===== config.mk =====
export PLATFORM = sky130hd
export DESIGN_NAME = mic_irq_ctrl
export DESIGN_NICKNAME = d
export VERILOG_FILES = /design/src/logic/mic_pkg.sv /design/src/logic/mic_irq_ctrl.sv
export SDC_FILE = /design/constraint.sdc
export NUM_CORES = 1
export LEC_CHECK = 0
export ABC_AREA = 1
export BUFFER_PORTS_ARGS = -buffer_cell sky130_fd_sc_hd__buf_4
export CAP_MARGIN = 5
export CORE_MARGIN = 2
export CORE_UTILIZATION = 35
export DETAILED_ROUTE_END_ITERATION = 10
export SKIP_CTS_REPAIR_TIMING = 1
export SKIP_LAST_GASP = 1
export SLEW_MARGIN = 20
export SYNTH_ARGS = -nofsm -noshare
export SYNTH_HDL_FRONTEND = slang
export SYNTH_SLANG_ARGS = --single-unit
export TNS_END_PERCENT = 1

===== constraint.sdc =====
create_clock -name clock_i -period 4.2 [get_ports clock_i]
set_input_delay 0 -clock clock_i [delete_from_list [all_inputs] [get_ports clock_i]]
set_output_delay 0 -clock clock_i [all_outputs]
set_load 0.02 [all_outputs]

===== src/logic/mic_pkg.sv =====
package mic_pkg;
	// Register selects on the special-function register port
	localparam logic [2:0] ADDR_EDGE = 3'h0;
	localparam logic [2:0] ADDR_CORE = 3'h1;
	localparam logic [2:0] ADDR_TUA = 3'h2;
	localparam logic [2:0] ADDR_TES = 3'h3;
	localparam logic [2:0] ADDR_TB1 = 3'h4;
	// Reset values
	localparam logic [7:0] RST_REG = 8'h00;
	localparam logic [1:0] RST_EDGE = 2'h0;
	// Field positions: flags in the upper nibble, enables in the lower
	localparam int FLAG_LSB = 4;
	localparam int ENA_LSB = 0;
	localparam int GIE_BIT = 0;
	// Source numbering, also the static priority (0 = highest)
	localparam int NSRC = 12;
	localparam int SRC_EXT = 0;
	localparam int SRC_PROX = 1;
	localparam int SRC_TOUCH = 2;
	localparam int SRC_ADC = 3;
	localparam int SRC_UART = 4;
	localparam int SRC_CTP = 5;
	localparam int SRC_CTA = 6;
	localparam int SRC_STP = 7;
	localparam int SRC_STA = 8;
	localparam int SRC_EE = 9;
	localparam int SRC_TB0 = 10;
	localparam int SRC_TB1 = 11;
	// Vector spacing in words from the vector base
	localparam int VEC_STEP = 4;
	localparam int VEC_BASE = 4;
	// Edge select field encodings
	localparam logic [1:0] EDGE_OFF = 2'h0;
	localparam logic [1:0] EDGE_RISE = 2'h1;
	localparam logic [1:0] EDGE_FALL = 2'h2;
	localparam logic [1:0] EDGE_BOTH = 2'h3;
endpackage


===== src/logic/mic_irq_ctrl.sv =====
`timescale 1ns/1ps
module mic_irq_ctrl #(
	parameter int PC_W = 13,
	parameter int STACK_DEPTH = 8
) (
	// Clock and reset
	input wire logic clock_i,
	input wire logic rst_i,
	// Register port
	input wire logic [2:0] reg_addr_i,
	input wire logic reg_wr_i,
	input wire logic [7:0] reg_wdata_i,
	output logic [7:0] reg_rdata_o,
	// Peripheral event pulses
	input wire logic int_pin_i,
	input wire logic prox_valid_i,
	input wire logic touch_slot_ovf_i,
	input wire logic adc_done_i,
	input wire logic uart_event_i,
	input wire logic compact_timer_match_p_i,
	input wire logic compact_timer_match_a_i,
	input wire logic standard_timer_match_p_i,
	input wire logic standard_timer_match_a_i,
	input wire logic eeprom_write_done_i,
	input wire logic timebase_zero_i,
	input wire logic timebase_one_i,
	// Pin pull-high request from the port logic
	input wire logic pin_pullup_sel_i,
	output logic pin_pullup_en_o,
	// Core sequencer
	input wire logic [PC_W-1:0] next_pc_i,
	input wire logic instr_boundary_i,
	input wire logic return_from_irq_instr_i,
	input wire logic call_push_i,
	input wire logic ret_pop_i,
	input wire logic sleep_idle_i,
	output logic pc_load_o,
	output logic [PC_W-1:0] pc_value_o,
	output logic irq_taken_o,
	output logic stack_full_o,
	output logic wake_o
);
	import mic_pkg::*;

	localparam int SP_W = $clog2(STACK_DEPTH + 1);

	typedef struct packed {
		logic [NSRC-1:0] flag;
		logic [NSRC-1:0] ena;
		logic gie;
		logic [1:0] edge_sel;
		logic pin_q;
		logic [SP_W-1:0] sp;
		logic [STACK_DEPTH-1:0][PC_W-1:0] stack;
		logic pc_load;
		logic [PC_W-1:0] pc_value;
		logic taken;
		logic wake;
		logic [7:0] rdata;
	} mic_state_type;

	mic_state_type s_q;
	mic_state_type s_d;

	logic [NSRC-1:0] evt;
	logic [NSRC-1:0] pend;
	logic [NSRC-1:0] win;
	logic pin_edge;
	logic full;

	// Pack four flags and four enables into a byte, flags in the top nibble
	function automatic logic [7:0] mic_pack(input logic [3:0] f, input logic [3:0] e);
		return {f, e};
	endfunction

	// Vector address of a source, spaced by its priority index.
	// Vector order and priority order are one list, so a lower
	// address always means a higher priority.
	function automatic logic [PC_W-1:0] mic_vector(input int idx);
		return PC_W'(VEC_BASE + idx * VEC_STEP);
	endfunction

	// The pin is taken as synchronous, so a single previous sample
	// is enough for edge detection. An asynchronous pin needs a
	// synchroniser in front of this block.
	// edge decode against the previous pin sample
	always_comb begin
		case (s_q.edge_sel)
			EDGE_RISE: pin_edge = int_pin_i & ~s_q.pin_q;
			EDGE_FALL: pin_edge = ~int_pin_i & s_q.pin_q;
			EDGE_BOTH: pin_edge = int_pin_i ^ s_q.pin_q;
			default: pin_edge = 1'b0;
		endcase
	end

	// Events are one-cycle pulses from the peripherals; a level held
	// high keeps setting the flag, which only hides a software clear.
	// Enables never gate the set, so a disabled source still records.
	// every event sets its flag, enable or not
	assign evt[SRC_EXT] = pin_edge;
	assign evt[SRC_PROX] = prox_valid_i;
	assign evt[SRC_TOUCH] = touch_slot_ovf_i;
	assign evt[SRC_ADC] = adc_done_i;
	assign evt[SRC_UART] = uart_event_i;
	assign evt[SRC_CTP] = compact_timer_match_p_i;
	assign evt[SRC_CTA] = compact_timer_match_a_i;
	assign evt[SRC_STP] = standard_timer_match_p_i;
	assign evt[SRC_STA] = standard_timer_match_a_i;
	assign evt[SRC_EE] = eeprom_write_done_i;
	assign evt[SRC_TB0] = timebase_zero_i;
	assign evt[SRC_TB1] = timebase_one_i;

	assign full = (s_q.sp == SP_W'(STACK_DEPTH));

	// A flag with its enable low stays set and simply waits here.
	// Clearing the global enable parks every source at once.
	// only enabled flags with global enable may request
	assign pend = s_q.flag & s_q.ena & {NSRC{s_q.gie}};

	// lowest index wins; isolate the lowest set bit
	assign win = pend & (~pend + NSRC'(1));

	always_comb begin
		s_d = s_q;
		s_d.pin_q = int_pin_i;
		s_d.pc_load = 1'b0;
		s_d.taken = 1'b0;
		// register writes act directly on flags and enables
		if (reg_wr_i) begin
			case (reg_addr_i)
				ADDR_EDGE: s_d.edge_sel = reg_wdata_i[1:0];
				ADDR_CORE: begin
					s_d.flag[SRC_TOUCH] = reg_wdata_i[6];
					s_d.flag[SRC_PROX] = reg_wdata_i[5];
					s_d.flag[SRC_EXT] = reg_wdata_i[4];
					s_d.ena[SRC_TOUCH] = reg_wdata_i[3];
					s_d.ena[SRC_PROX] = reg_wdata_i[2];
					s_d.ena[SRC_EXT] = reg_wdata_i[1];
					s_d.gie = reg_wdata_i[GIE_BIT];
				end
				ADDR_TUA: begin
					{s_d.flag[SRC_CTA], s_d.flag[SRC_CTP], s_d.flag[SRC_UART], s_d.flag[SRC_ADC]} =
						reg_wdata_i[FLAG_LSB+:4];
					{s_d.ena[SRC_CTA], s_d.ena[SRC_CTP], s_d.ena[SRC_UART], s_d.ena[SRC_ADC]} =
						reg_wdata_i[ENA_LSB+:4];
				end
				// time base 0, EEPROM, standard timer
				ADDR_TES: begin
					{s_d.flag[SRC_TB0], s_d.flag[SRC_EE], s_d.flag[SRC_STA], s_d.flag[SRC_STP]} =
						reg_wdata_i[FLAG_LSB+:4];
					{s_d.ena[SRC_TB0], s_d.ena[SRC_EE], s_d.ena[SRC_STA], s_d.ena[SRC_STP]} =
						reg_wdata_i[ENA_LSB+:4];
				end
				// only bits 4 and 0 are kept
				ADDR_TB1: begin
					s_d.flag[SRC_TB1] = reg_wdata_i[FLAG_LSB];
					s_d.ena[SRC_TB1] = reg_wdata_i[ENA_LSB];
				end
				default: ;
			endcase
		end
		// Calls, returns and interrupt entry share one stack and one
		// pointer. A call wins over a return, and a return over an
		// interrupt, so the core never sees two stack moves at once.
		// A call on a full stack is dropped; the core must not issue
		// one, as the return address would be lost.
		// Subroutine call and return move the shared stack pointer
		if (call_push_i && !full) begin
			s_d.stack[s_q.sp[SP_W-1:0]] = next_pc_i;
			s_d.sp = s_q.sp + SP_W'(1);
		end else if ((ret_pop_i || return_from_irq_instr_i) && s_q.sp != '0) begin
			// pop the saved address back into the program counter
			s_d.sp = s_q.sp - SP_W'(1);
			s_d.pc_load = 1'b1;
			s_d.pc_value = s_q.stack[s_q.sp - SP_W'(1)];
		end else if (instr_boundary_i && !call_push_i && !ret_pop_i && !return_from_irq_instr_i && !full && pend != '0) begin
			// Entry is a hardware call: the stack takes the next address,
			// the vector of the single winning source goes to the core.
			// A return on an empty stack still blocks entry that cycle.
			// push next address, jump to the winner's vector
			s_d.stack[s_q.sp[SP_W-1:0]] = next_pc_i;
			s_d.sp = s_q.sp + SP_W'(1);
			s_d.pc_load = 1'b1;
			s_d.taken = 1'b1;
			for (int i = 0; i < NSRC; i++) begin
				if (win[i]) begin
					s_d.pc_value = mic_vector(i);
				end
			end
			// block nesting and drop the serviced flag
			s_d.gie = 1'b0;
			s_d.flag = s_d.flag & ~win;
		end
		// hardware set wins over any clear this cycle
		s_d.flag = s_d.flag | evt;
		// Wake looks at the rise of any flag, enable or not; a flag
		// already high before sleep therefore cannot wake the core.
		// wake only on a flag that rises while asleep
		s_d.wake = sleep_idle_i & |(s_d.flag & ~s_q.flag);
		// Registered read data, bits without storage read zero
		// Read data lags the select by one cycle
		case (reg_addr_i)
			// Only the two low bits are stored
			ADDR_EDGE: begin
				s_d.rdata = {6'h00, s_q.edge_sel};
			end
			// Bit 7 has no storage
			ADDR_CORE: begin
				s_d.rdata = {
					1'b0,
					s_q.flag[SRC_TOUCH],
					s_q.flag[SRC_PROX],
					s_q.flag[SRC_EXT],
					s_q.ena[SRC_TOUCH],
					s_q.ena[SRC_PROX],
					s_q.ena[SRC_EXT],
					s_q.gie
				};
			end
			// Flags in the top nibble, enables below, same source order
			ADDR_TUA: begin
				s_d.rdata = mic_pack(
					{s_q.flag[SRC_CTA], s_q.flag[SRC_CTP], s_q.flag[SRC_UART], s_q.flag[SRC_ADC]},
					{s_q.ena[SRC_CTA], s_q.ena[SRC_CTP], s_q.ena[SRC_UART], s_q.ena[SRC_ADC]}
				);
			end
			ADDR_TES: begin
				s_d.rdata = mic_pack(
					{s_q.flag[SRC_TB0], s_q.flag[SRC_EE], s_q.flag[SRC_STA], s_q.flag[SRC_STP]},
					{s_q.ena[SRC_TB0], s_q.ena[SRC_EE], s_q.ena[SRC_STA], s_q.ena[SRC_STP]}
				);
			end
			// Only bits 4 and 0 exist
			ADDR_TB1: begin
				s_d.rdata = mic_pack({3'h0, s_q.flag[SRC_TB1]}, {3'h0, s_q.ena[SRC_TB1]});
			end
			// Unmapped selects read zero
			default: begin
				s_d.rdata = RST_REG;
			end
		endcase
	end

	// Single state register; pin sample starts low so no edge is seen at reset
	always_ff @(posedge clock_i or posedge rst_i) begin
		if (rst_i) begin
			s_q <= '0;
			s_q.edge_sel <= RST_EDGE;
			s_q.rdata <= RST_REG;
		end else begin
			s_q <= s_d;
		end
	end

	// Outputs come straight from the state register, except the pull-high
	// enable and the stack full flag, which the core needs in the same cycle.
	// pull-high selection passes through regardless of pin use
	assign pin_pullup_en_o = pin_pullup_sel_i;
	assign reg_rdata_o = s_q.rdata;
	assign pc_load_o = s_q.pc_load;
	assign pc_value_o = s_q.pc_value;
	assign irq_taken_o = s_q.taken;
	assign stack_full_o = full;
	assign wake_o = s_q.wake;
endmodule


== Word-level counts from Yosys, hierarchy flattened ==
Index checks and enable logic that the tools add are counted.

* Logic and storage cells: 123
* Input port bits: 45
* Output and inout port bits: 26
* Register bits after elaboration: 160

* Reductions and logical operators: 28
* Muxes and demuxes: 42
* $lt $le $gt $ge: 3
* Eq/ne operators: 9
* Bitwise operators: 16
* $add $sub $neg: 3

{| class="wikitable"
|+ Operators with widths
! cell !! number
|-
| $mux W13 || 14
|-
| $mux W123 || 1
|-
| $mux W108 || 1
|-
| $bwmux W104 || 1
|-
| $mux W104 || 1
|-
| $and A12 B12 Y12 || 5
|-
| $pmux W8 S5 || 1
|-
| $bmux W13 S3 || 1
|-
| $demux W13 S3 || 1
|-
| $mux W12 || 3
|-
| $not A12 Y12 || 3
|-
| $mux W27 || 1
|-
| $mux W4 || 6
|-
| $mux W15 || 1
|-
| $mux W14 || 1
|-
| $reduce_bool A13 Y1 || 1
|-
| $add A12 B1 Y12 const B || 1
|-
| $or A12 B12 Y12 || 1
|-
| $reduce_and A2 Y1 || 6
|-
| $reduce_bool A12 Y1 || 1
|-
| $reduce_or A12 Y1 || 1
|-
| $logic_and A1 B1 Y1 || 8
|-
| $lt A4 B4 Y1 const B || 2
|-
| $eq A3 B2 Y1 const B || 2
|-
| other kinds (23) || 37
|}

== Longest topological paths before layout ==
Gate-level depths: netlist of run 1.

* Depth after elaboration: 20
* Depth in mapped cells: 18
* Gate-level depth less buffers: 14

== Worst setup path before layout of run 1 ==
Ideal clock, no wire load.

* Path kind: flip-flop to flip-flop
* From: register s_q[128] in the netlist's numbering
* To: register s_q (netlist bit pc_value_o[0])
* Data arrival time: 2750 ps
* Cell stages (with the launch flop): 14
* Buffers on the path: 4
* Clock period less this slack: 2891 ps
* Slack: 1309 ps
* Library setup time: 141 ps
* Required time: 4059 ps
* Cells stage by stage: dfrtp_1 clkbuf_1 inv_1 clkbuf_1 clkbuf_1 ha_1 nand2_1 nor2_1 nor2_1 inv_1 nand2_1 nand2_1 clkbuf_1 a31oi_1

* Longest elaborated chain between the ends: 6
* Elaborated cells on any way between the ends: 15
* Those cells by class: add/sub (1); eq/ne (1); mux (3); bitwise (1); reduce/logical (9)

{| class="wikitable"
|+ Ends and longest elaborated chain
! what !! RTL line !! source
|-
| from (decl) || mic_irq_ctrl.sv:62 || <nowiki>mic_state_type s_q;</nowiki>
|-
| $eq A4 B4 Y1 * || mic_irq_ctrl.sv:113 || <nowiki>assign full = (s_q.sp == SP_W'(STACK_DEPTH));</nowiki>
|-
| via stack_full_o || mic_irq_ctrl.sv:40 || <nowiki>output logic stack_full_o,</nowiki>
|-
| $logic_not A1 Y1 * || mic_irq_ctrl.sv:168, mic_irq_ctrl.sv:176 ||
|-
| $logic_and A1 B1 Y1 (2 in series) || mic_irq_ctrl.sv:176 || <nowiki>end else if (instr_boundary_i && !call_push_i && !ret_pop_i && !return_from_irq_instr_i && !full && pend != '0 ...</nowiki>
|-
| $reduce_bool A2 Y1 (no line) || -- ||
|-
| $reduce_and A3 Y1 (no line) * || -- ||
|}

The timed path passes the listed nets; every way through them passes the cells marked *. The select of a mux whose other input is x is not followed.
A chain may end at the register's enable or synchronous reset.

== Worst setup path in the final report of run 1 ==
* From: register s_q[128] in the netlist's numbering
* To: register s_q (netlist bit pc_value_o[5])

* Longest elaborated chain between the ends: 6
* Elaborated cells on any way between the ends: 15
* Those cells by class: add/sub (1); eq/ne (1); mux (3); bitwise (1); reduce/logical (9)

{| class="wikitable"
|+ Ends and longest elaborated chain
! what
|-
| branches (longest 6 deep; another with $sub A4 B1 Y4)
|}

Parallel ways; which one is timed is not known. The select of a mux whose other input is x is not followed.

==> results by stage, run 1 <==
Run status:
- The flow ran to the end, but the final reports show violations.
- The checks that failed: hold timing.

Layout:
- 0 antenna diodes ended up in the layout.
- The fraction of final layout cells with drive strength greater than 1 is around 12%.
- The top cell types in the final layout, fill and taps aside, are sky130_fd_sc_hd__nand2_1 (245), sky130_fd_sc_hd__o21ai_0 (184), sky130_fd_sc_hd__dfrtp_1 (159).
- The most common cell after layout, fill and taps aside is sky130_fd_sc_hd__nand2_1.
- The net count of the finished layout is about 1100.
- Compared with the post-synthesis result, the final layout area differs by 19.4%.
- After routing the design area is between 0.009 and 0.01 mm^2.

STA:
- The count of endpoints failing setup in the final report is 0.
- The final period demand of the worst path is 2.93 ns.
- The maximum clock skew at final layout is roughly 0.011 ns.
- The count of pins over their slew limit is 0.
- Timing would allow up to 0.341 GHz.
- Adding up every negative setup slack in the final design gives 0 ns.
- The tightest slew margin relative to the limit is about 29%.
- The number of hold violations in the final report was 3.
- The worst-margin pin slew is about 1.1 ns.
- The worst hold slack is -0.0136 ns.
- Setup repair after global routing left no endpoint under its margin.
- In the finished design, the share of the clock period the worst path needs comes to a little over two thirds.

Clock tree:
- No sink is reached through more buffers than the 2 on the longest clock path.
- The number of clock sinks seen by CTS is 160.
- The clock transition at the register clock pins on the worst setup and hold paths after CTS is around 0.070 ns.
- The CTS root buffer is sky130_fd_sc_hd__clkbuf_16.
- TritonCTS built the clock tree.
- The number of levels in the clock H-tree is 4.
- The later pin in the worst-skew pair is clocked with a latency of 0.43 ns.
- Counting the buffers created by CTS gives 17.

Synth:
- The number of nets produced by synthesis is between 1000 and 1500.
- The proportion of netlist area held by the largest area contributor is approximately half.
- Yosys mapped the design onto 37 distinct sky130hd cell types.
- The post-synthesis average cell area is between 8 and 9 um^2.
- The Yosys step of the flow raised 0 warnings.
- The share of the Yosys chip area taken by registers is about half.
- After Yosys synthesis, full adders, half adders and majority gates account for less than 1% of the synthesized area.
- The synthesized netlist devotes 20.8% of its cell area to simple gates.
- The share of the synthesized area in compound gates (AO/OA/AOI/OAI) is 17.9%.
- The combined area of all synthesized cells is approximately 0.0079 mm^2.
- The synthesized flop and latch total is 160.
- Counting every instance in the synthesized netlist gives a little under 1000.
- After synthesis, the share of cell area in mux cells is 0%.
- Summed over all instances, the cell type with the most area after synthesis is sky130_fd_sc_hd__dfrtp_1.
- Summing the areas of all xor and xnor instances in the mapped netlist gives less than 1% of the synthesized area.
- The main combinational cell family by area after synthesis is simple AND/OR/NAND/NOR gates.
- Sorting the synthesized cells by area gives the leading types as sky130_fd_sc_hd__dfrtp_1 (51%), sky130_fd_sc_hd__o21ai_0 (12%), sky130_fd_sc_hd__nand2_1 (12%), sky130_fd_sc_hd__inv_1 (4.5%), sky130_fd_sc_hd__nor2_1 (3.5%).

Place:
- Summed over all nets, the half-perimeter wirelength after detailed placement is between 10000 and 15000 um.
- During placement, the flow inserted port buffers numbering 68.
- Routability-driven placement finished with a final weighted congestion of 0.906.
- The instance area at placement is about 0.0084 mm^2.

Global routing:
- The met3 track utilization from global routing is 3.72%.
- Entering global routing, the biggest net connects 87 pins.
- Global routing finished with a remaining overflow of 0.
- Global routing used 17.7% of the available tracks across all layers.
- For this run, global-route usage on met2 was measured as 30.4%.
- The layer flagged by global routing as most heavily used is met2.
- Global routing consumed, on the met1 layer, ~22% of the routing resources.
- The number of antenna violations at the first check in global routing was 0.
- The via count of the first global-routing pass came to about 6300.
- The first-pass GRT wire length is 33000 um.

Drt:
- The detailed-router iteration count before antenna repair is 8.
- The detail-routed net length per standard cell is approximately 15 um.
- The overall via count from detail_route is approximately 6600.
- The residual antenna-violating net count after detailed routing is 0.
- Using the TritonRoute via totals, the vias-per-cell ratio works out to approximately 5.0.
- In the routed design, unresolved DRC markers number 0.
- The aggregate routed wire length is around 20000 um.
- The number of design-rule violations left by the first detailed-router iteration is approximately 440.

Worst setup path:
- The path type of the worst setup path is reg -> reg.
- STA classifies the critical path startpoint as a flip-flop.
- Of all nets on the critical path, the largest fanout is 29.
- The worst register-to-register path begins at s_q[128]$_DFFE_PP0P_.
- The critical path data required time is approximately 4.5 ns.
- The arrival time of data at the critical path endpoint is between 3 and 4 ns.
- The startpoint of the most critical setup path is s_q[128]$_DFFE_PP0P_.
- The worst register-to-register path has a setup slack of around 1.3 ns.
- The worst setup path is captured at a flip-flop.

Power and ir drop:
- The completed layout was analyzed and its total power is approximately 6.7 mW.
- The total power divided by cell area is 711 mW/mm^2.
- The maximum VDD drop is between 300 and 400 uV.
- For this design the static power due to leakage is 4.58 nW.

Die:
- The area of the die is between 0.02 and 0.025 mm^2.
- For this design the top-level I/O count stands at 71.
- The core area is about 0.022 mm^2.
- The die boundary width is about 150 um.
- The die is about 150 um tall.
- Once the floorplan was initialized, standard cells occupied 35.9% of the core.
- The cell row count is 54.

Min path:
- The start point of the worst min-delay path is reg_wdata_i[7].
- The type of the worst min-delay path is in -> reg.

Job:
- Across the run, the number of max-cap violations was 0.
-- layout make-up --
type	instances	area (um^2)
well taps	280	350
inverters	95	360
clock buffers	19	443
flip-flops and latches	160	4010
fillers	2228	12500
clock inverters	13	145
multi-input cells	654	3150
repair buffers	113	956
-- cell usage after synthesis, drive strengths merged --
cell / instances
a21oi: 30
a221oi: 2
a22oi: 3
a31oi: 11
a32oi: 1
a41oi: 1
buf: 41
clkbuf: 26
dfrtp: 160
ha: 5
inv: 95
nand2: 249
nand3: 39
nand4: 4
nor2: 76
nor3: 8
o2111ai: 1
o211ai: 2
o21a: 13
o21ai: 198
o221ai: 1
o22ai: 1
o31ai: 1
or2: 4
xnor2: 2
xor2: 2
-- stage by stage --
| stage | std cells | worst slack [ns] | utilization, % |
|---|---|---|---|
| final | 1334 | 1.27 | 42.8 |
| after global routing | 1334 | 0.942 | 42.8 |
| after CTS | 1296 | 1.26 | 41.1 |
| after detailed placement | 1264 | 1.28 | 38.4 |
| after global placement | 1264 | 1.33 | 38.4 |
| after floorplan | 976 | 1.31 | - |
-- worst max-delay path, stage by stage, from the launching register on --
cell and delay (ns):
sky130_fd_sc_hd__dfrtp_2 0.40, sky130_fd_sc_hd__inv_1 0.05, sky130_fd_sc_hd__buf_4 0.34, sky130_fd_sc_hd__ha_1 0.27, sky130_fd_sc_hd__nand2_1 0.07, sky130_fd_sc_hd__nor2_1 0.17, sky130_fd_sc_hd__nor2_1 0.09, sky130_fd_sc_hd__inv_1 0.19
sky130_fd_sc_hd__nand2_1 0.10, sky130_fd_sc_hd__nand2_1 0.57, sky130_fd_sc_hd__inv_1 0.17, sky130_fd_sc_hd__a221oi_1 0.28, sky130_fd_sc_hd__a21oi_1 0.11
-- per-layer routing --
layer / up-vias / part of all wire (%)
met1: 3122 / 43
met2: 173 / 50
met5: - / 0
met4: 0 / 2.1
met3: 31 / 4.5
li1: 3288 / -
-- final timing paths --
path                                             endpoint  depth (start not counted)
worst max-delay path            pc_value_o[5]$_DFFE_PP0P_                         12
worst min-delay path                   s_q[154]$_DFF_PP0_                          5
worst max register to register  pc_value_o[5]$_DFFE_PP0P_                         12
worst min register to register       s_q[126]$_DFFE_PP0P_                          2
max in group asynchronous              s_q[151]$_DFF_PP0_                          4
min in group asynchronous            s_q[104]$_DFFE_PP0P_                          3
-- kinds of logic (layout without fill, tap and decap cells) --
logic type,Yosys count,in the layout
AO/OA/AOI/OAI,265,265
AND/OR/NAND/NOR,380,380
flip-flops,160,160
XOR/XNOR,4,4
adder cells (fa/ha/maj),5,5
buffers and inverters,162,240
-- report_power, final --
| group | leakage (nW) | internal (mW) | total [mW] | switching [mW] |
|---|---|---|---|---|
| clock network | 0.289 | 0.860 | 1.56 | 0.705 |
| registers | 1.93 | 2.14 | 2.47 | 0.322 |
| logic | 2.36 | 0.923 | 2.66 | 1.73 |
-- state kept, by name, summed over array words and instances (netlist names) --
register,cells
pc_value_o,13
pc_load_o,1
irq_taken_o,1
wake_o,1
reg_rdata_o,8
s_q,136
Power figures use the tool's default switching activity.
==> run 2, diff against run 1 <==
--- a/config.mk
+++ b/config.mk
@@ -5,7 +5,7 @@
 export SDC_FILE = /design/constraint.sdc
 export NUM_CORES = 1
 export LEC_CHECK = 0
-export ABC_AREA = 1
+export ABC_AREA = 0
 export BUFFER_PORTS_ARGS = -buffer_cell sky130_fd_sc_hd__buf_4
 export CAP_MARGIN = 5
 export CORE_MARGIN = 2
==> constraint.sdc (replaced) <==
create_clock -name clock_i -period 2.98 [get_ports clock_i]
set_input_delay 0 -clock clock_i [delete_from_list [all_inputs] [get_ports clock_i]]
set_output_delay 0 -clock clock_i [all_outputs]
set_load 0.02 [all_outputs]
==> run 2 against run 1 <==
Net effect: cell count fell by 25%; utilization about the same; count of clock-buffer cells in the layout decreased by 2; highest routed layer unchanged; non-clock buffer count is 11 higher; global-route usage is 1.4 points lower; combinational power increased by 37%; area after synthesis increased by 1.0%; the flow still finishes with violations (hold timing); largest cell class unchanged; sequential share of layout area is 1.1 points lower; synthesized cell count is 38% lower.
==> results by stage, run 2 <==
STA:
- The routed design could run at a clock period as short as roughly 3 ns.
- Headroom to the max-slew limit came out at between 30% and 40%.
- The final period utilization is between 90% and 100%.
- The highest clock rate is between 0.3 and 0.4 GHz.
- The number of hold violations in the final report is 4.
- For the final database, setup skew stands at 0.00942 ns.
- Setup violations remaining at the end of the flow were counted as 0.
- For the pin with the worst max-slew slack, the measured transition is approximately 0.96 ns.
- In the final timing run, aggregate negative setup slack is 0 ns.
- Setup repair after global routing could not meet its margin everywhere.
- The count of pins over their slew limit is 0.
- The worst hold slack is -0.0137 ns.

Die:
- The area of the die is 0.0240 mm^2.
- In this run the core area contains 55 standard-cell rows.
- The core area is 0.0225 mm^2.
- For this configuration, the core starts out at a cell density of 35.4%.
- Measured along the x axis, the die boundary spans between 150 and 200 um.
- The number of top-level design ports is 71.
- The height of the die is about 150 um.

Worst setup path:
- The signal on the critical path passes through inv_1 > ha_1 > nand3b_2 > nand4_2 > o21ai_4 > nand4_2 > mux2_2.
- The worst setup path is launched from a flip-flop.
- The critical path data required time is between 3 and 4 ns.
- In this design, the largest share of critical-path delay is due to simple AND/OR/NAND/NOR gates.
- At the worst endpoint, the arrival time is approximately 3.2 ns.
- In this design, the stage delay of the slowest critical-path cell is 0.60 ns.
- The largest fanout on the critical path is 14.
- The path type of the worst setup path is reg -> reg.
- The worst setup path is captured at a flip-flop.
- The most repeated library cell on the critical path is sky130_fd_sc_hd__nand4_2.
- Together, buffers and inverters on the worst path number 1.
- The largest individual stage delay along the critical path comes from the cell sky130_fd_sc_hd__nand4_2.

Clock tree:
- The clock passes through at most 2 buffers.
- Clock tree synthesis found a total of between 150 and 200 sinks.
- The CTS root buffer is sky130_fd_sc_hd__clkbuf_16.
- For the worst-skew pair, the clock arrives at the later sink with an insertion delay of between 0.4 and 0.5 ns.
- The number of buffers inserted during clock tree synthesis is 17.
- Clock-pin slew was measured on the worst setup and hold paths at about 0.070 ns.
- The number of levels in the clock H-tree is 4.
- TritonCTS built the clock tree.

Synth:
- The share of the synthesized netlist area taken by xor and xnor gates is 0.440%.
- Of the post-synthesis cell area, the part taken by muxes is 27.6%.
- In this run the cell area of the synthesized design comes to 0.00796 mm^2.
- The cell type with the largest total area after synthesis is sky130_fd_sc_hd__dfrtp_1.
- The synthesized netlist devotes less than 1% of its cell area to adder and majority cells.
- The cell count after synthesis is a little over 600.
- The synthesized netlist devotes between 7 and 8% of its cell area to simple gates.
- The post-synthesis average cell area is 13.1 um^2.
- The share of the synthesized area in compound gates (AO/OA/AOI/OAI) is about 8.0%.
- The proportion of netlist area held by the largest area contributor is about half.
- Among all cell types in the netlist, the one instantiated most often is sky130_fd_sc_hd__dfrtp_1.
- The number of synthesized flops with an enable pin is 0.
- Yosys printed 0 warnings.
- The main combinational cell family by area after synthesis is multiplexers.
- Counting flops with an async set or reset pin after synthesis yields a share of between 90% and 100%.
- For this run, the leading register cell type out of synthesis is sky130_fd_sc_hd__dfrtp_1.
- The number of nets produced by synthesis is around 660.
- The synthesized flop and latch total is between 150 and 200.
- Ranked by instance count, the synthesized netlist is headed by sky130_fd_sc_hd__dfrtp_1 (160), sky130_fd_sc_hd__mux2_2 (98), sky130_fd_sc_hd__nor2_1 (32), sky130_fd_sc_hd__buf_4 (27), sky130_fd_sc_hd__mux4_2 (27).
- The distinct cell type count after synthesis is 58.
- By area the synthesized netlist is led by sky130_fd_sc_hd__dfrtp_1 (50%), sky130_fd_sc_hd__mux2_2 (14%), sky130_fd_sc_hd__mux4_2 (7.6%), sky130_fd_sc_hd__mux2_4 (3.8%), sky130_fd_sc_hd__buf_4 (2.5%).
- The part of the Yosys area used for sequential elements is approximately half.

Place:
- The final weighted congestion in routability-driven placement is slightly below 0.9.
- The count of buffers from port buffering is 68.
- The number of placed instances, taps included is ~900.
- The instance area at placement is 0.00862 mm^2.
- The HPWL after detailed placement is ~12000 um.

Global routing:
- After global routing the overflow that remains totals 0.
- The overall fraction of global-route tracks in use is between 10% and 20%.
- The first-pass GRT wire length is around 30000 um.
- Entering global routing, the biggest net connects between 150 and 200 pins.
- The via count of the first global-routing pass came to between 5000 and 6000.
- The number of antenna violations at the first check in global routing is 0.

Power and ir drop:
- For this design the total switching power over the nets is around 3.1 mW.
- The share of power burned in the clock network is about a quarter.
- Per report_power, the sequential group accounts for 38.0% of the total.
- In this run switching power makes up 33.0% of total power.
- The maximum VDD drop is 500 uV.
- The proportion of power drawn by combinational gates is about two fifths.
- The design draws approximately 9.5 mW.
- The internal power contribution is about 6.4 mW.
- The analysis attributes to cell leakage a power of 4.21 nW.
- The total power divided by cell area is between 900 and 1000 mW/mm^2.

Drt:
- Dividing the detail-routed wire length by the instance count gives slightly below 20 um.
- Summed over all layers, the routed wires come to 19100 um.
- In the routed design, unresolved DRC markers number 0.
- The count of nets left with antenna violations once routing finished came out at 0.
- The overall via count from detail_route is roughly 5300.
- Dividing the detail-routed via count by the number of cells gives ~5.4.
- The detailed-router iteration count before antenna repair is 4.
- The number of design-rule violations left by the first detailed-router iteration is 320.

Layout:
- The net count of the finished layout is between 700 and 800.
- The fraction of final layout cells with drive strength greater than 1 is approximately two fifths.
- Once layout is done, the placed cells without fillers occupy a little under 0.01 mm^2.
- The top cell types in the final layout, fill and taps aside, are sky130_fd_sc_hd__dfrtp_1 (159), sky130_fd_sc_hd__mux2_2 (98), sky130_fd_sc_hd__buf_4 (79).
- The finished layout holds between 900 and 1000 standard cells, fillers aside.
- The register with the most flip-flops in the layout has roughly 140 of them.
- The number of antenna diodes in the final layout is 0.
- The most common cell after layout, fill and taps aside is sky130_fd_sc_hd__dfrtp_1.
- The fraction of the core area covered by cells at the end of the flow is between 40% and 50%.
- Relative to the synthesized area, the layout overhead comes to 21.2%.
- The register bank with the most flops is s_q.

Min path:
- The path class of the tightest hold or removal check is in -> reg.

Run status:
- The final reports fail on hold timing.
- The run finished, with violations left.

Job:
- The tool flagged a number of max-cap violations equal to 0.
## run 2: path summary, 6_finish.rpt
kind	slack [ns]	startpoint	depth (start not counted)	to
setup / recovery	0.05	s_q[129]$_DFFE_PP0P_	7	s_q[55]$_DFFE_PP0P_
hold / removal	-0.01	reg_wdata_i[5]	4	wake_o$_DFF_PP0_
setup reg to reg	0.05	s_q[129]$_DFFE_PP0P_	7	s_q[55]$_DFFE_PP0P_
hold reg to reg	0.50	pc_value_o[5]$_DFFE_PP0P_	1	pc_value_o[5]$_DFFE_PP0P_
max in group asynchronous	1.91	rst_i	4	s_q[150]$_DFF_PP0_
min in group asynchronous	0.28	rst_i	4	s_q[29]$_DFFE_PP0P_
## run 2: layer usage
metal,track usage [%],vias to the layer above,routed length [um]
met3,4.34,29,1050
met2,25.5,159,9200
li1,-,2413,-
met4,5.86,0,397
met5,0,-,0
met1,21.8,2738,8480
## run 2: logic make-up after synthesis
logic type	count (synthesis)
flops	160
compound gates	93
fa+ha+maj	5
buf+inv	73
mux	163
simple gates	111
xor+xnor	4
## run 2: cell type report
type,count,area [um^2]
clock buffers,17,425
clock inverters,15,171
fillers,2031,12900
inverters,18,71.3
multi-input cells,376,3560
flip-flops and latches,160,4010
well taps,285,357
repair buffers,124,1060
## run 2: worst min-delay path: stages
cell and delay [ns]:
sky130_fd_sc_hd__buf_4 0.11, sky130_fd_sc_hd__o21ai_1 0.06, sky130_fd_sc_hd__o21ai_0 0.07, sky130_fd_sc_hd__o41a_1 0.14
## run 2: power by group through the flow
stage	clock network [mW]	registers [mW]	logic [mW]
after global routing	2.39	3.71	3.94
after CTS	2.31	3.60	3.65
after floorplan	0	3.42	2.92
after detailed placement	0	3.63	3.63
after global placement	0	3.58	3.53
final	2.25	3.61	3.64
## run 2: metrics by stage
stage | setup slack, ns | hold slack, ns
3_5_place_dp | 0.112 | 0.000149
5_1_grt | -0.156 | 0.000117
3_3_place_gp | 0.295 | 0.000149
2_1_floorplan | 0.454 | 0.0314
4_1_cts | 0.0837 | -0.333
6_report | 0.0510 | -0.0137
==> run 3, diff against run 2 <==
--- a/config.mk
+++ b/config.mk
@@ -5,7 +5,7 @@
 export SDC_FILE = /design/constraint.sdc
 export NUM_CORES = 1
 export LEC_CHECK = 0
-export ABC_AREA = 0
+export ABC_AREA = 1
 export BUFFER_PORTS_ARGS = -buffer_cell sky130_fd_sc_hd__buf_4
 export CAP_MARGIN = 5
 export CORE_MARGIN = 2
==> run 3 against run 2 <==
Net effect: the flow still finishes with violations (hold timing); highest routed layer unchanged; design area fell by 1.2%; sequential power is 4% lower; worst setup slack better by 0.43 ns; critical endpoint is now s_q[64]$_DFFE_PP0P_; critical path depth grew 2; routed wire length rose by 7.4%; non-clock buffer count fell by 3; critical path type unchanged; register-to-register slack improved by 0.43 ns; global-route usage increased by 1.5 points; die area down 0.98%; hold slack worse by 0.0019 ns.
==> results by stage, run 3 (synthesis results as in run 1) <==
STA:
- The number of hold violations in the final report is 3.
- Setup repair after global routing left no endpoint under its margin.
- On the final layout, the worst hold slack is -0.0156 ns.
- Adding up every negative setup slack in the final design gives 0 ns.
- The count of pins over their slew limit was 0.
- Setup violations remaining at the end of the flow were counted as 0.
- Measured against its own limit, the worst slew margin works out to 49.7%.
- The final period demand of the worst path is roughly 2.5 ns.
- The worst-margin pin slew is 0.754 ns.
- Timing would allow up to roughly 0.4 GHz.
- Clock skew on the completed layout was measured at around 0.016 ns.
- In the finished design, the share of the clock period the worst path needs comes to 83.9%.

Drt:
- The count of nets left with antenna violations once routing finished came out at 0.
- After the first detailed-routing iteration, the DRC count stood at about 400.
- The post-detailed-route via-to-cell ratio is 4.92.
- The overall via count from detail_route is about 6600.
- The detail-routed net length per standard cell is 15.3 um.
- In the routed design, unresolved DRC markers number 0.
- Wires add up to around 20000 um.
- The detailed-router iteration count before antenna repair is 4.

Layout:
- The number of antenna cells inserted is 0.
- The area growth from synthesis to layout is 20.9%.
- The fraction of the core area covered by cells at the end of the flow is between 40 and 50%.
- The register with the most flip-flops in the final layout is s_q.
- The post-layout instance count excluding filler cells is approximately 1300.
- The net count of the finished layout is around 1100.
- The most common cell after layout, fill and taps aside is sky130_fd_sc_hd__nand2_1.
- The register with the most flip-flops in the layout has around 140 of them.
- The fraction of final layout cells with drive strength greater than 1 is 13.2%.
- The top cell types in the final layout, fill and taps aside, are sky130_fd_sc_hd__nand2_1 (245), sky130_fd_sc_hd__o21ai_0 (184), sky130_fd_sc_hd__dfrtp_1 (159).

Worst setup path:
- Along the worst path, the maximum fanout reaches 26.
- Counting buffers and inverters, the worst setup path is 9 cells deep.
- The slowest cell on the critical path is sky130_fd_sc_hd__dfrtp_1.
- The largest single stage delay on the critical path is around 0.65 ns.
- The kind of cell adding the most delay to the critical path is simple AND/OR/NAND/NOR gates.
- The signal on the critical path passes through nand3_1 > nand2_1 > nor2_1 > nand3_2 > nand2_4 > nand2_8 > nand4_2 > nand2_1 > o21ai_0.
- The critical path launch point type is a flip-flop.
- In this design, the critical path's most frequently occurring cell is sky130_fd_sc_hd__nand2_1.
- Setup slack on the worst reg-to-reg path comes out at about 0.48 ns.
- The number of buffers and inverters on the critical path is 0.
- The worst register-to-register path ends at s_q[64]$_DFFE_PP0P_.
- The nature of the critical path endpoint is a flip-flop.
- The startpoint of the worst-slack reg-to-reg timing path is s_q[135]$_DFF_PP0_.
- At the worst endpoint, the required time is ~3.3 ns.
- The startpoint of the most critical setup path is s_q[135]$_DFF_PP0_.
- The arrival time of data at the critical path endpoint is 2.81 ns.
- The worst register-to-register path has a depth of 9.
- The critical path ends at s_q[64]$_DFFE_PP0P_.
- The path type of the worst setup path is reg -> reg.

Min path:
- The worst hold path belongs to the class in -> reg.
- The worst hold path cell count is 5.

Power and ir drop:
- The total power divided by cell area is 1000 mW/mm^2.
- The leakage power figure is about 4.6 nW.
- The maximum VDD drop is between 500 and 600 uV.
- Summing internal, switching and leakage power gives 9.54 mW.

Die:
- The floorplan step set the die width to approximately 150 um.
- The number of top-level design ports is slightly above 70.
- The initial core utilization is a little over a third.
- The height of the die is roughly 150 um.
- The floorplan step defined a die boundary enclosing ~0.024 mm^2.
- The core area is 0.0220 mm^2.
- The cell row count is 54.

Clock tree:
- The later-pin clock latency in the skew report is 0.45 ns.
- TritonCTS created 17 clock buffers.
- The H-tree was split into 4 levels.
- The CTS root buffer is sky130_fd_sc_hd__clkbuf_16.
- The clock transition at the register clock pins on the worst setup and hold paths after CTS is 0.07 ns.
- The number of clock sinks seen by CTS is between 150 and 200.
- TritonCTS built the clock tree.
- The maximum number of buffers from clock root to sink is 2.

Global routing:
- The largest net degree at the start of global routing is 83.
- The number of antenna violations at the first check in global routing came to 0.
- The via count of the first global-routing pass was ~6300.
- The overall fraction of global-route tracks in use is around 18%.
- The first-pass GRT wire length is roughly 33000 um.
- For this run the aggregate overflow at the end of global routing stands at 0.

Job:
- The max-cap check violation count is 0.

Place:
- The count of buffers from port buffering is 68.
- The final weighted congestion in routability-driven placement is around 0.89.
- The number of placed instances, taps included is 1271.
- Detailed placement ended at an HPWL of about 14000 um.

Run status:
- The flow ran to the end, but the final reports show violations.
- The final reports fail on hold timing.
[run 3: layout make-up]
class | count | area (um^2)
clock inverter | 15 | 189
multi-input combinational | 654 | 3150
timing repair buffer | 121 | 1050
inverter | 95 | 360
tap | 280 | 350
fill | 2190 | 12400
sequential | 160 | 4010
clock buffer | 17 | 425
[run 3: worst min path at each step]
stage | from | end | slack, ns
after floorplan | int_pin_i | s_q[132]$_DFF_PP0_ | 0.03
after global placement | pin_pullup_sel_i | pin_pullup_en_o | 0.0001
after detailed placement | pin_pullup_sel_i | pin_pullup_en_o | 0.0001
after CTS | int_pin_i | s_q[132]$_DFF_PP0_ | -0.32
after global routing | pin_pullup_sel_i | pin_pullup_en_o | 0.0001
final | reg_wdata_i[6] | s_q[157]$_DFF_PP0_ | -0.02
[run 3: tightest hold or removal path, stage by stage]
cell	delay (ns)
sky130_fd_sc_hd__buf_4	0.08
sky130_fd_sc_hd__inv_1	0.05
sky130_fd_sc_hd__o21ai_1	0.12
sky130_fd_sc_hd__nand2_1	0.07
sky130_fd_sc_hd__nand2_1	0.07
[run 3: per-stage QoR]
step	setup slack, ns	cell area (um^2)
floorplan	0.0887	7890
global placement	0.584	8520
detailed placement	0.447	8520
CTS	0.474	9130
global route	0.108	9530
finish	0.478	9530
[run 3: power breakdown]
group	internal [mW]	total, mW	leakage, nW	switching [mW]
Clock	1.21	2.27	0.296	1.06
Combinational	1.38	3.80	2.41	2.42
Sequential	3.02	3.47	1.93	0.456
[run 3: metal layers]
layer	vias up	wire length, um	track usage [%]
met5	-	0	0
met4	0	513	6.85
met3	33	765	3.44
met2	137	10200	30.3
met1	3122	9010	22.2
li1	3304	-	-
